===== src/rwake_defines.svh =====
`ifndef RWAKE_DEFINES_SVH
`define RWAKE_DEFINES_SVH

// Register byte offsets
`define RW_PMR_OFF        8'h00
`define RW_MWC_OFF        8'h04
`define RW_PCFG_OFF       8'h08
`define RW_LCFG_OFF       8'h0C
`define RW_PWAKE_OFF      8'h10
`define RW_ISTS_OFF       8'h14
`define RW_CTRL_OFF       8'h18

// Power management register fields
`define RW_PMR_STAT_LSB   0
`define RW_PMR_STAT_MSB   1
`define RW_PMR_ENERGY_WAKE_ENABLE      2
`define RW_PMR_LAN_EN     3
`define RW_PMR_SUSP_LSB   4
`define RW_PMR_SUSP_MSB   5
`define RW_PMR_SUSPENDED  6
`define RW_PMR_WAKE_INT   7

// MAC wake control register fields
`define RW_MWC_EN_LSB     0
`define RW_MWC_EN_MSB     4
`define RW_MWC_RCV_LSB    5
`define RW_MWC_RCV_MSB    8

// MAC wake source order within the enable field
`define RW_SRC_UNICAST    0
`define RW_SRC_MAGIC      1
`define RW_SRC_PATTERN    2
`define RW_SRC_EXACT      3
`define RW_SRC_BCAST      4

// Received-status order
`define RW_RCV_PATTERN    0
`define RW_RCV_MAGIC      1
`define RW_RCV_EXACT      2
`define RW_RCV_BCAST      3

// Pin wake register fields
`define RW_PW_EN_LSB      0
`define RW_PW_EN_MSB      10
`define RW_PW_POL_LSB     16
`define RW_PW_POL_MSB     26
`define RW_PW_LINK7       31

// Led pin config: function select pairs then directions
`define RW_LC_FS_LSB      0
`define RW_LC_FS_MSB      5
`define RW_LC_DIR_LSB     8
`define RW_LC_DIR_MSB     10

// Control register fields
`define RW_CTRL_INT_PHY   0
`define RW_CTRL_EDPD      1

// Reset values, input function code and pin 7 index
`define RW_LOW_EN_RST     8'hFF
`define RW_LCFG_FS_RST    6'h3F
`define RW_LCFG_DIR_RST   3'h7
`define RW_FS_INPUT       2'h0
`define RW_PIN7           7

`endif


===== src/rwake_pkg.sv =====
package rwake_pkg;

    // Device power state
    typedef enum logic [0:0] {
        RWAKE_NORMAL    = 1'b0,
        RWAKE_SUSPENDED = 1'b1
    } rwake_state_e;

    // Suspend select field
    typedef enum logic [1:0] {
        RWAKE_SUSP_ZERO  = 2'b00,
        RWAKE_SUSP_ONE   = 2'b01,
        RWAKE_SUSP_TWO   = 2'b10,
        RWAKE_SUSP_THREE = 2'b11
    } rwake_susp_e;

endpackage : rwake_pkg


===== src/rwake_top.sv =====
`timescale 1ns/1ps
`include "rwake_defines.svh"

module rwake_top #(
    parameter int ADDR_W = 8,
    parameter int NPINS  = 11
) (
    // Clock and reset
    input  wire logic              pclk,
    input  wire logic              presetn,
    // APB slave
    input  wire logic              psel,
    input  wire logic              penable,
    input  wire logic              pwrite,
    input  wire logic [ADDR_W-1:0] paddr,
    input  wire logic [31:0]       pwdata,
    output logic [31:0]            prdata,
    output logic                   pready,
    output logic                   pslverr,
    // MAC wake events, same clock
    input  wire logic              mac_unicast_evt,
    input  wire logic              mac_magic_evt,
    input  wire logic              mac_pattern_evt,
    input  wire logic              mac_exact_dest_evt,
    input  wire logic              mac_bcast_evt,
    input  wire logic              mac_good_frame_evt,
    // PHY events, asynchronous
    input  wire logic              phy_interrupt,
    input  wire logic              phy_link_up,
    // General-purpose pins, asynchronous
    input  wire logic [NPINS-1:0]  pin_level,
    // USB side, same clock
    input  wire logic              usb_suspend,
    input  wire logic              host_resume,
    // Results
    output logic                   remote_wake,
    output logic                   wake_interrupt,
    output logic                   phy_energy_powerdown,
    output logic                   suspended
);

    // Elaboration check: the pin map and decoder serve only these sizes
    if (NPINS != 11 || ADDR_W < 8) begin : g_param_check
        $error("rwake_top: pin count must be 11 and address width at least 8");
    end

    // Register state
    logic [1:0]       wake_status_bits_reg;
    logic             energy_wake_enable_reg;
    logic             lan_wake_enable_reg;
    rwake_pkg::rwake_susp_e susp_sel_reg;
    logic [4:0]       mac_en_reg;
    logic [3:0]       mac_rcv_reg;
    logic [7:0]       pin_wake_enable_low_reg;
    logic [5:0]       pin_function_select_reg;
    logic [2:0]       pin_direction_reg;
    logic [NPINS-1:0] pin_wake_enable_reg;
    logic [NPINS-1:0] pin_wake_polarity_reg;
    logic             link_up_on_pin7_enable_reg;
    logic [NPINS-1:0] pin_event_flag_reg;
    logic             internal_phy_mode_reg;
    logic             energy_powerdown_control_reg;
    rwake_pkg::rwake_state_e st_reg;
    rwake_pkg::rwake_state_e st_next;
    logic             usb_suspend_d_reg;
    logic             remote_wake_reg;
    logic             wake_int_reg;
    logic [31:0]      prdata_reg;

    logic [NPINS-1:0] pin_s1_reg;
    logic [NPINS-1:0] pin_s2_reg;
    logic [1:0]       phy_s1_reg;
    logic [1:0]       phy_s2_reg;
    always_ff @(posedge pclk or negedge presetn) begin
        if (!presetn) begin
            pin_s1_reg <= '0;
            pin_s2_reg <= '0;
            phy_s1_reg <= 2'h0;
            phy_s2_reg <= 2'h0;
        end else begin
            pin_s1_reg <= pin_level;
            pin_s2_reg <= pin_s1_reg;
            phy_s1_reg <= {phy_link_up, phy_interrupt};
            phy_s2_reg <= phy_s1_reg;
        end
    end
    wire phy_int_s  = phy_s2_reg[0];
    wire phy_link_s = phy_s2_reg[1];

    // APB decode; the slave never stalls, so pready stays high
    wire [7:0] addr8   = paddr[7:0];
    wire hit_pmr   = (addr8 == `RW_PMR_OFF);
    wire hit_mwc   = (addr8 == `RW_MWC_OFF);
    wire hit_pcfg  = (addr8 == `RW_PCFG_OFF);
    wire hit_lcfg  = (addr8 == `RW_LCFG_OFF);
    wire hit_pwake = (addr8 == `RW_PWAKE_OFF);
    wire hit_ists  = (addr8 == `RW_ISTS_OFF);
    wire hit_ctrl  = (addr8 == `RW_CTRL_OFF);
    wire addr_ok   = ((paddr >> 8) == '0) &&
                     (hit_pmr | hit_mwc | hit_pcfg | hit_lcfg | hit_pwake | hit_ists | hit_ctrl);
    wire access    = psel & penable;
    wire wr        = access & pwrite & addr_ok;
    wire rd_setup  = psel & ~penable & ~pwrite;
    assign pready  = 1'b1;
    assign pslverr = access & ~addr_ok;

    // State qualifiers
    wire in_susp  = (st_reg == rwake_pkg::RWAKE_SUSPENDED);
    wire s_zero   = in_susp & (susp_sel_reg == rwake_pkg::RWAKE_SUSP_ZERO);
    wire s_one    = in_susp & (susp_sel_reg == rwake_pkg::RWAKE_SUSP_ONE);
    wire s_three  = in_susp & (susp_sel_reg == rwake_pkg::RWAKE_SUSP_THREE);

    wire [4:0] mac_evt = {mac_bcast_evt, mac_exact_dest_evt, mac_pattern_evt,
                          mac_magic_evt, mac_unicast_evt};
    wire [4:0] mac_gated = mac_evt & mac_en_reg;
    wire mac_comp = |mac_gated;
    // good frame counts only with every MAC enable clear
    wire good_frame = mac_good_frame_evt & ~(|mac_en_reg);

    wire lan_int    = lan_wake_enable_reg & mac_comp;
    wire energy_int = energy_wake_enable_reg & phy_int_s;
    wire wake_int   = lan_int | energy_int | good_frame;

    // status set terms; live events also hold the bits
    wire [1:0] stat_set = {mac_comp | good_frame, phy_int_s};
    wire [1:0] stat_clr = (wr & hit_pmr) ? pwdata[`RW_PMR_STAT_MSB:`RW_PMR_STAT_LSB] : 2'h0;
    wire [1:0] stat_next = stat_set | (wake_status_bits_reg & ~stat_clr);

    // received-source bits, write one to clear, set wins
    wire [3:0] rcv_set = {mac_gated[`RW_SRC_BCAST], mac_gated[`RW_SRC_EXACT],
                          mac_gated[`RW_SRC_MAGIC], mac_gated[`RW_SRC_PATTERN]};
    wire [3:0] rcv_clr = (wr & hit_mwc) ? pwdata[`RW_MWC_RCV_MSB:`RW_MWC_RCV_LSB] : 4'h0;
    wire [3:0] rcv_next = rcv_set | (mac_rcv_reg & ~rcv_clr);

    // pins 8 to 10 enabled by input programming
    logic [2:0] hi_input;
    genvar gi;
    for (gi = 0; gi < 3; gi++) begin : g_hi
        assign hi_input[gi] = (pin_function_select_reg[2*gi+1:2*gi] == `RW_FS_INPUT) &
                              ~pin_direction_reg[gi];
    end
    // low pins need internal PHY mode; low enable is active when zero
    wire [NPINS-1:0] pin_en_path = {hi_input, ~pin_wake_enable_low_reg & {8{internal_phy_mode_reg}}};

    // link-up replaces pin 7 level whenever enabled; it matches only in states zero and three
    wire link7_mode = link_up_on_pin7_enable_reg & (s_zero | s_three);
    logic [NPINS-1:0] pin_match;
    always_comb begin
        pin_match = ~(pin_s2_reg ^ pin_wake_polarity_reg);
        if (link_up_on_pin7_enable_reg) begin
            pin_match[`RW_PIN7] = link7_mode & phy_link_s;
        end
    end
    // hit needs enable, path enable and matching level
    wire [NPINS-1:0] pin_hit = pin_match & pin_wake_enable_reg & pin_en_path;

    // pin flags set by hits, write one to clear, set wins
    wire [NPINS-1:0] pin_clr = (wr & hit_ists) ? pwdata[NPINS-1:0] : '0;
    wire [NPINS-1:0] pin_flag_next = pin_hit | (pin_event_flag_reg & ~pin_clr);

    // LAN wake only in state zero; held status wakes once enabled
    wire lan_wake = s_zero & lan_wake_enable_reg & wake_status_bits_reg[1] & (|mac_en_reg);
    // energy wake only in state one; held status wakes once enabled
    wire ed_wake = s_one & energy_wake_enable_reg & wake_status_bits_reg[0];
    // good frame wake only in state three
    wire good_wake = s_three & wake_status_bits_reg[1] & ~(|mac_en_reg);
    // pin flags wake in any suspend state
    wire pin_wake = in_susp & (|pin_event_flag_reg);
    wire wake_any = lan_wake | ed_wake | good_wake | pin_wake;

    // Suspend entered on the rising edge of USB suspend signalling
    always_comb begin
        st_next = st_reg;
        case (st_reg)
            rwake_pkg::RWAKE_NORMAL: begin
                if (usb_suspend & ~usb_suspend_d_reg) begin
                    st_next = rwake_pkg::RWAKE_SUSPENDED;
                end
            end
            rwake_pkg::RWAKE_SUSPENDED: begin
                // any enabled wake returns to normal
                if (wake_any | host_resume) begin
                    st_next = rwake_pkg::RWAKE_NORMAL;
                end
            end
            default: st_next = rwake_pkg::RWAKE_NORMAL;
        endcase
    end

    // State, wake request and interrupt
    always_ff @(posedge pclk or negedge presetn) begin
        if (!presetn) begin
            st_reg            <= rwake_pkg::RWAKE_NORMAL;
            usb_suspend_d_reg <= 1'b0;
            remote_wake_reg   <= 1'b0;
            wake_int_reg      <= 1'b0;
        end else begin
            st_reg            <= st_next;
            usb_suspend_d_reg <= usb_suspend;
            // request raised with the wake that ends suspend
            remote_wake_reg   <= in_susp & wake_any;
            wake_int_reg      <= wake_int;
        end
    end

    // Status registers
    always_ff @(posedge pclk or negedge presetn) begin
        if (!presetn) begin
            wake_status_bits_reg <= 2'h0;
            mac_rcv_reg          <= 4'h0;
            pin_event_flag_reg   <= '0;
        end else begin
            wake_status_bits_reg <= stat_next;
            mac_rcv_reg          <= rcv_next;
            pin_event_flag_reg   <= pin_flag_next;
        end
    end

    // Control registers written over APB
    always_ff @(posedge pclk or negedge presetn) begin
        if (!presetn) begin
            energy_wake_enable_reg       <= 1'b0;
            lan_wake_enable_reg          <= 1'b0;
            // state two is the default selection
            susp_sel_reg                 <= rwake_pkg::RWAKE_SUSP_TWO;
            mac_en_reg                   <= 5'h0;
            pin_wake_enable_low_reg      <= `RW_LOW_EN_RST;
            pin_function_select_reg      <= `RW_LCFG_FS_RST;
            pin_direction_reg            <= `RW_LCFG_DIR_RST;
            pin_wake_enable_reg          <= '0;
            pin_wake_polarity_reg        <= '0;
            link_up_on_pin7_enable_reg   <= 1'b0;
            internal_phy_mode_reg        <= 1'b1;
            energy_powerdown_control_reg <= 1'b0;
        end else if (wr) begin
            if (hit_pmr) begin
                energy_wake_enable_reg <= pwdata[`RW_PMR_ENERGY_WAKE_ENABLE];
                lan_wake_enable_reg    <= pwdata[`RW_PMR_LAN_EN];
                susp_sel_reg           <= rwake_pkg::rwake_susp_e'(pwdata[`RW_PMR_SUSP_MSB:`RW_PMR_SUSP_LSB]);
            end
            if (hit_mwc) begin
                mac_en_reg <= pwdata[`RW_MWC_EN_MSB:`RW_MWC_EN_LSB];
            end
            if (hit_pcfg) begin
                pin_wake_enable_low_reg <= pwdata[7:0];
            end
            if (hit_lcfg) begin
                pin_function_select_reg <= pwdata[`RW_LC_FS_MSB:`RW_LC_FS_LSB];
                pin_direction_reg       <= pwdata[`RW_LC_DIR_MSB:`RW_LC_DIR_LSB];
            end
            if (hit_pwake) begin
                pin_wake_enable_reg        <= pwdata[`RW_PW_EN_MSB:`RW_PW_EN_LSB];
                pin_wake_polarity_reg      <= pwdata[`RW_PW_POL_MSB:`RW_PW_POL_LSB];
                link_up_on_pin7_enable_reg <= pwdata[`RW_PW_LINK7];
            end
            if (hit_ctrl) begin
                internal_phy_mode_reg        <= pwdata[`RW_CTRL_INT_PHY];
                energy_powerdown_control_reg <= pwdata[`RW_CTRL_EDPD];
            end
        end
    end

    // Read mux, captured in the setup cycle so prdata is a flop
    logic [31:0] rd_mux;
    always_comb begin
        rd_mux = 32'h0;
        if (hit_pmr) begin
            rd_mux[`RW_PMR_STAT_MSB:`RW_PMR_STAT_LSB] = wake_status_bits_reg;
            rd_mux[`RW_PMR_ENERGY_WAKE_ENABLE]     = energy_wake_enable_reg;
            rd_mux[`RW_PMR_LAN_EN]    = lan_wake_enable_reg;
            rd_mux[`RW_PMR_SUSP_MSB:`RW_PMR_SUSP_LSB] = susp_sel_reg;
            rd_mux[`RW_PMR_SUSPENDED] = in_susp;
            rd_mux[`RW_PMR_WAKE_INT]  = wake_int_reg;
        end
        if (hit_mwc) begin
            rd_mux[`RW_MWC_EN_MSB:`RW_MWC_EN_LSB]   = mac_en_reg;
            rd_mux[`RW_MWC_RCV_MSB:`RW_MWC_RCV_LSB] = mac_rcv_reg;
        end
        if (hit_pcfg) begin
            rd_mux[7:0] = pin_wake_enable_low_reg;
        end
        if (hit_lcfg) begin
            rd_mux[`RW_LC_FS_MSB:`RW_LC_FS_LSB]   = pin_function_select_reg;
            rd_mux[`RW_LC_DIR_MSB:`RW_LC_DIR_LSB] = pin_direction_reg;
        end
        if (hit_pwake) begin
            rd_mux[`RW_PW_EN_MSB:`RW_PW_EN_LSB]   = pin_wake_enable_reg;
            rd_mux[`RW_PW_POL_MSB:`RW_PW_POL_LSB] = pin_wake_polarity_reg;
            rd_mux[`RW_PW_LINK7]                  = link_up_on_pin7_enable_reg;
        end
        if (hit_ists) begin
            rd_mux[NPINS-1:0] = pin_event_flag_reg;
        end
        if (hit_ctrl) begin
            rd_mux[`RW_CTRL_INT_PHY] = internal_phy_mode_reg;
            rd_mux[`RW_CTRL_EDPD]    = energy_powerdown_control_reg;
        end
        if (!addr_ok) begin
            rd_mux = 32'h0;
        end
    end
    always_ff @(posedge pclk or negedge presetn) begin
        if (!presetn) begin
            prdata_reg <= 32'h0;
        end else if (rd_setup) begin
            prdata_reg <= rd_mux;
        end
    end

    // Outputs
    assign prdata         = prdata_reg;
    assign remote_wake    = remote_wake_reg;
    assign wake_interrupt = wake_int_reg;
    // powerdown request; the PHY stays silent and interrupts on activity
    assign phy_energy_powerdown = energy_powerdown_control_reg;
    assign suspended      = in_susp;
endmodule : rwake_top


===== config.mk =====
export PLATFORM = sky130hd
export DESIGN_NAME = rwake_top
export DESIGN_NICKNAME = d
export VERILOG_FILES = /design/src/rwake_pkg.sv /design/src/rwake_top.sv
export VERILOG_INCLUDE_DIRS = /design/src /design/src/src
export SDC_FILE = /design/constraint.sdc
export NUM_CORES = 1
export LEC_CHECK = 0
export ABC_AREA = 1
export BUFFER_PORTS_ARGS = -buffer_cell sky130_fd_sc_hd__buf_2
export CORE_MARGIN = 1.5
export CORE_UTILIZATION = 55
export DETAILED_ROUTE_END_ITERATION = 8
export GPL_ROUTABILITY_DRIVEN = 0
export PLACE_DENSITY = 0.9
export SYNTH_ARGS = -nofsm -noshare
export SYNTH_HDL_FRONTEND = slang
export SYNTH_SLANG_ARGS = --single-unit

===== constraint.sdc =====
create_clock -name pclk -period 4.1 [get_ports pclk]
set_clock_uncertainty 0.05 [all_clocks]
set_input_delay 0.615 -clock pclk [delete_from_list [all_inputs] [get_ports pclk]]
set_output_delay 0.615 -clock pclk [all_outputs]
set_load 0.1 [all_outputs]

==> results of run 1 <==
==> cells in the mapped netlist, types with 10 or more instances <==
cell and instances:
nand3_1 43, a21oi_1 14, dfstp_2 19, inv_1 40, dfrtp_1 102, o21ai_0 18
nand4_1 10, o21ai_2 28, buf_4 13, xnor2_1 10, nand2_1 224, nor2_1 32
==> per-layer routing <==
layer  wire length (um)  global-route usage, %  up-vias
met5                  0                      0        -
met4                902                   19.8        0
met3               1220                   6.57       82
met2               7050                   46.0      330
met1               5120                   35.6     2208
li1                   -                      -     2119
==> cell families (layout without fill, tap and decap cells) <==
family | Yosys count | in the layout | share of synthesized area, %
AO/OA/AOI/OAI | 67 | 67 | 8.37
flip-flops | 121 | 121 | 56.1
XOR/XNOR | 10 | 10 | 1.61
other | 2 | 10 | 0.138
AND/OR/NAND/NOR | 339 | 339 | 27.0
buffers and inverters | 73 | 165 | 6.78
==> area by class of cell <==
| class | count | share of cell area (%) |
|---|---|---|
| Multi-Input combinational cell | 426 | 31.5 |
| Clock inverter | 10 | 2.19 |
| Inverter | 47 | 2.78 |
| Timing Repair Buffer | 87 | 7.02 |
| Clock buffer | 21 | 7.20 |
| Tap cell | 133 | 2.55 |
| Sequential cell | 121 | 46.8 |
==> final timing paths <==
check	endpoint	depth (start not counted)
min in group pclk	pin_s1_reg[6]	1
max in group asynchronous	pin_s1_reg[10]	2
hold reg to reg	pin_s2_reg[6]	0
setup / recovery	pslverr	9
hold / removal	pin_wake_enable_reg[2]	2
setup reg to reg	suspended	5
==> per-stage QoR <==
step / setup WS, ns / instance area (um2) / power (mW) / instances
6_report: 1.43 / 6520 / 2.89 / 845
2_1_floorplan: 1.12 / 5470 / 1.33 / 620
4_1_cts: 1.43 / 6520 / 2.90 / 845
3_5_place_dp: 1.44 / 5910 / 1.40 / 814
3_3_place_gp: 1.44 / 5910 / 1.39 / 814
5_1_grt: 1.36 / 6520 / 2.97 / 845
==> power groups by stage <==
stage / sequential [mW] / clock (mW) / combinational [mW]
after floorplan: 1.25 / 0 / 0.0822
after global placement: 1.24 / 0 / 0.156
after detailed placement: 1.24 / 0 / 0.158
after CTS: 1.22 / 1.52 / 0.160
after global routing: 1.22 / 1.58 / 0.171
final: 1.22 / 1.51 / 0.159
==> impl_metrics.ini, run 1 <==
[clock_tree]
root_buffer = clkbuf_8
clockBufferDepth = 2
cts.sinks = 121
clkLatencyLatePin_ns = 0.53
numCtsBuffers = 17
cts.repair.resized = 0
clk_pin_slew_ns = 0.05
htree_num_levels = 4
cts_tree = done
postCtsSetupBuffers = 0
cts_hold_buffers = 0

[pwr]
power_frac_seq_pct = 42.2
intPower_mw = 2.23
p_per_area_mw_per_mm2 = 443
swShare_pct = 22.7
combinationalPowerShare_pct = 5.5
peakVddDrop_mv = 0.314
p_sw_uw = 655
pwr-share-clk_pct = 52.3
p_leak_nw = 3.32

[run_status]
status = completed

[place]
dpl.hpwl_um = 9000
portBuffers = 84

[floorplan]
fp.dieW_um = 102
initial_core_util_pct = 56.2
io_pins = 104
rows = 36
coreArea_mm2 = 0.00968
die_h_um = 102
die-area_mm2 = 0.0105

[setup_path]
crit_path_cell_trace = buf_2, nor2_1, nand2_1, nor2_4, buf_4, nor2_2, nand3_4, nor2_1, buf_2
path_buf_inv = 3
critPathMaxStageDelay_ns = 0.43
cp.required_ns = 3.43
worstPathMaxFanout = 37
start_kind = input pin
reg2reg_slack_ns = 2.28
path_delay_family = buffers and inverters
slowest_stage = buf_2
arrival_ns = 2.01
critPathKind = in2out
startpoint = paddr[2]
r2r_start = mac_en_reg[1]
end_kind = primary output

[final_layout]
final_util_pct = 67.3
fillCellCount = 649
largest_reg_flops = 23
seqCellArea_mm2 = 0.00305
nets = 766
final_common_cell = nand2_1
drive_gt1_share_pct = 27.2
mostFrequentLayoutCells = 224 x nand2_1, 102 x dfrtp_1, 83 x buf_2
multi_input_area_mm2 = 0.00205
syn2layout_area_growth_pct = 19.8
diodes = 0

[sta]
tightest_slew_ns = 0.836
max_freq_mhz = 374
rsz0062_at_grt = no
period_needed_ns = 2.67
holdWs_ns = 0.102
fin_setup_tns_ns = 0
slew_headroom_pct = 43.8
final-hold-violation-count = 0
slew_violations = 0
post-route-period-util_pct = 65.2
setup_viol = 0

[synthesis]
syn_inst = 612
synthFlopType = dfrtp_1
yosysSeqAreaShare_pct = 56.1
ys_types = 34
synth_top_area_share_pct = 46.9
yosys_warnings = 0
async_flop_share_pct = 100
synth_top_cell_by_area = dfrtp_1
avgSynthCellArea_um2 = 8.89
synthTopCellsByArea = dfrtp_1 47%, nand2_1 15%, dfstp_2 9.2%, o21ai_2 4.5%, nand3_1 4.0%
ys_ff_latch = 121
synth_edf_count = 0
syn_area_mm2 = 0.00544

[flow_run]
cap_violations = 0

[route]
drc = 0
vias = 4739
wl_per_cell_um = 16.9
drtIter0Drc = 606
vias_per_cell = 5.61
wl_um = 14300
ant_nets = 0
first_pass_iters = 5

[global_routing]
grt_max_degree = 122
grt_pass1_wl_um = 22500
antenna_found_initial = 0
grt_pass1_vias = 4570
grt-ovfl-total = 0
track_usage_pct = 29.0

[min_path]
hold_class = in2async
Note: power is estimated with default switching activity, not from simulation.
==> run 2: changes to the inputs <==
--- a/config.mk
+++ b/config.mk
@@ -6,13 +6,13 @@
 export SDC_FILE = /design/constraint.sdc
 export NUM_CORES = 1
 export LEC_CHECK = 0
-export ABC_AREA = 1
+export ABC_AREA = 0
 export BUFFER_PORTS_ARGS = -buffer_cell sky130_fd_sc_hd__buf_2
 export CORE_MARGIN = 1.5
 export CORE_UTILIZATION = 55
 export DETAILED_ROUTE_END_ITERATION = 8
 export GPL_ROUTABILITY_DRIVEN = 0
-export PLACE_DENSITY = 0.9
+export PLACE_DENSITY = 0.91
 export SYNTH_ARGS = -nofsm -noshare
 export SYNTH_HDL_FRONTEND = slang
 export SYNTH_SLANG_ARGS = --single-unit
==> constraint.sdc (replaced) <==
create_clock -name pclk -period 2.8 [get_ports pclk]
set_clock_uncertainty 0.05 [all_clocks]
set_input_delay 0.42 -clock pclk [delete_from_list [all_inputs] [get_ports pclk]]
set_output_delay 0.42 -clock pclk [all_outputs]
set_load 0.1 [all_outputs]
==> run 2 against run 1 <==
Power up 56%. Combinational power rose by 110%. Count of clock-buffer cells in the layout down 1. Sequential power increased by 52%. Via count shrank 17%. Register-to-register slack worse by 1.4 ns. Highest routed layer unchanged. Sequential share of layout area decreased by 0.49 points. Die area fell by 3.8%.
==> impl_metrics.ini, run 2 <==
[clock_tree]
root_buffer = clkbuf_8
htree_num_levels = 4
clk_pin_slew_ns = 0.06
cts.sinks = 121
clockBufferDepth = 2
numCtsBuffers = 17
clkLatencyLatePin_ns = 0.52
cts_tree = done

[sta]
period_needed_ns = 2.03
slew_violations = 0
slew_headroom_pct = 59.8
fin_setup_tns_ns = 0
rsz0062_at_grt = no
max_freq_mhz = 491
tightest_slew_ns = 0.595
post-route-period-util_pct = 72.7
setup_viol = 0
holdWs_ns = 0.0884
final-hold-violation-count = 0
fin_ws_ns = 0.765

[final_layout]
syn2layout_area_growth_pct = 26.0
final_cell_area_mm2 = 0.00659
diodes = 0
drive_gt1_share_pct = 40.5
final_util_pct = 71.3
nets = 584
final_cells = 660
mostFrequentLayoutCells = 102 x dfrtp_1, 83 x buf_2, 50 x mux2_2
final_common_cell = dfrtp_1
largest_reg_flops = 23

[synthesis]
synth_top_area_share_pct = 48.8
synthSimpleGateAreaFrac_pct = 11.5
ys_types = 53
synth_edf_count = 0
synthXorXnorAreaFrac_pct = 2.01
synthAdderAreaFrac_pct = 0
synth_compound_area_share_pct = 10.1
async_flop_share_pct = 100
yosys_warnings = 0
synth_top_cell_by_area = dfrtp_1
syn_area_mm2 = 0.00523
synth.area.mux_share_pct = 14.5
synthFlopType = dfrtp_1
ys_ff_latch = 121
avgSynthCellArea_um2 = 12.9
syn_inst = 404
synthTopCellsByArea = dfrtp_1 49%, mux2_2 11%, dfstp_2 9.5%, a22o_1 3.3%, nand2_1 3.0%
synth.most_common_cell = dfrtp_1
yosysSeqAreaShare_pct = 58.3
synth_top_family_by_area = multiplexers
ys_top_cells_by_count = 102 x dfrtp_1, 50 x mux2_2, 42 x nand2_1

[pwr]
power_mw = 4.50
p_leak_nw = 3.17
peakVddDrop_mv = 0.476
p_per_area_mw_per_mm2 = 682

[place]
place_ws_ns = 0.352
dpl.cell_count = 613
portBuffers = 84
place_area_mm2 = 0.00581
dpl.hpwl_um = 8760

[route]
first_pass_iters = 8
wl_per_cell_um = 20.9
drc = 0
vias_per_cell = 5.99
wl_um = 13800
drtIter0Drc = 455
ant_nets = 0
vias = 3952

[setup_path]
startpoint = paddr[2]
start_kind = input pin
critPathKind = in2out
cp.required_ns = 2.33
end_kind = primary output
arrival_ns = 1.56
worstPathMaxFanout = 17
r2r_start = mac_en_reg[3]

[floorplan]
fp.dieW_um = 101
die-area_mm2 = 0.0101
coreArea_mm2 = 0.00924
io_pins = 104
initial_core_util_pct = 56.6
rows = 35
die_h_um = 101

[global_routing]
grt_pass1_wl_um = 21800
antenna_found_initial = 0
grt_max_degree = 59
track_usage_pct = 29.3
grt-ovfl-total = 0
grt_pass1_vias = 4096

[run_status]
status = completed

[min_path]
worstHoldStart = pwdata[25]
hold_class = in2reg

[flow_run]
cap_violations = 0
## run 2: changes by cell type after synthesis, moves of 10 or more
| cell | previous run | this run |
|---|---|---|
| o21ai_2 | 28 | 0 |
| inv_1 | 40 | 2 |
| nand3_1 | 43 | 8 |
| mux2_2 | 0 | 50 |
| a22o_1 | 0 | 20 |
| a21oi_1 | 14 | 4 |
| nor2_1 | 32 | 14 |
| nand2_1 | 224 | 42 |
## run 2: area by class of cell
type | instances | area [um2]
well taps | 129 | 161
fillers | 597 | 2650
clock buffers | 20 | 435
multi-input cells | 264 | 2040
inverters | 2 | 7.51
repair buffers | 112 | 696
flip-flops and latches | 121 | 3050
clock inverters | 12 | 196
## run 2: worst paths after layout
path	end	slack [ns]	cells past startpoint
worst min-delay path	pin_wake_polarity_reg[9]	0.09	2
worst min register to register	pin_s2_reg[4]	0.30	0
max in group asynchronous	susp_sel_reg[1]	1.55	3
worst max-delay path	pslverr	0.77	5
min in group asynchronous	pin_s2_reg[6]	0.33	2
worst max register to register	suspended	0.86	4
## run 2: power by group
part	switching, mW	total, mW	internal (mW)
Clock	0.763	2.32	1.56
Sequential	0.0400	1.85	1.81
Combinational	0.221	0.332	0.111
## run 2: metal layers
metal / GRT usage [%] / up-vias / wire [um] / share of wire, %
met5: 0 / - / 0 / 0
met4: 13.3 / 0 / 580 / 4.2
met3: 7.70 / 64 / 1040 / 7.5
met2: 49.1 / 241 / 6850 / 50
met1: 36.0 / 1954 / 5290 / 38
li1: - / 1693 / - / -
## run 2: worst max-delay path, cell delays in order
cell,delay (ns)
buf_2,0.09
buf_4,0.27
nand3_1,0.15
a31oi_2,0.19
buf_2,0.44
## run 2: cells by family (layout without fill, tap and decap cells)
group / count (synthesis) / after routing
flops: 121 / 121
simple gates: 108 / 108
compound gates: 72 / 72
mux: 62 / 62
buf+inv: 27 / 146
xor+xnor: 12 / 12
other cells: 2 / 10
## run 2: what timing repair did
action | in CTS | in global routing
hold buffers | 15 | 0
setup endpoints to repair | 0 | 0
setup buffers | 0 | 0
resized for setup | 0 | 0
hold endpoints to repair | 41 | 0
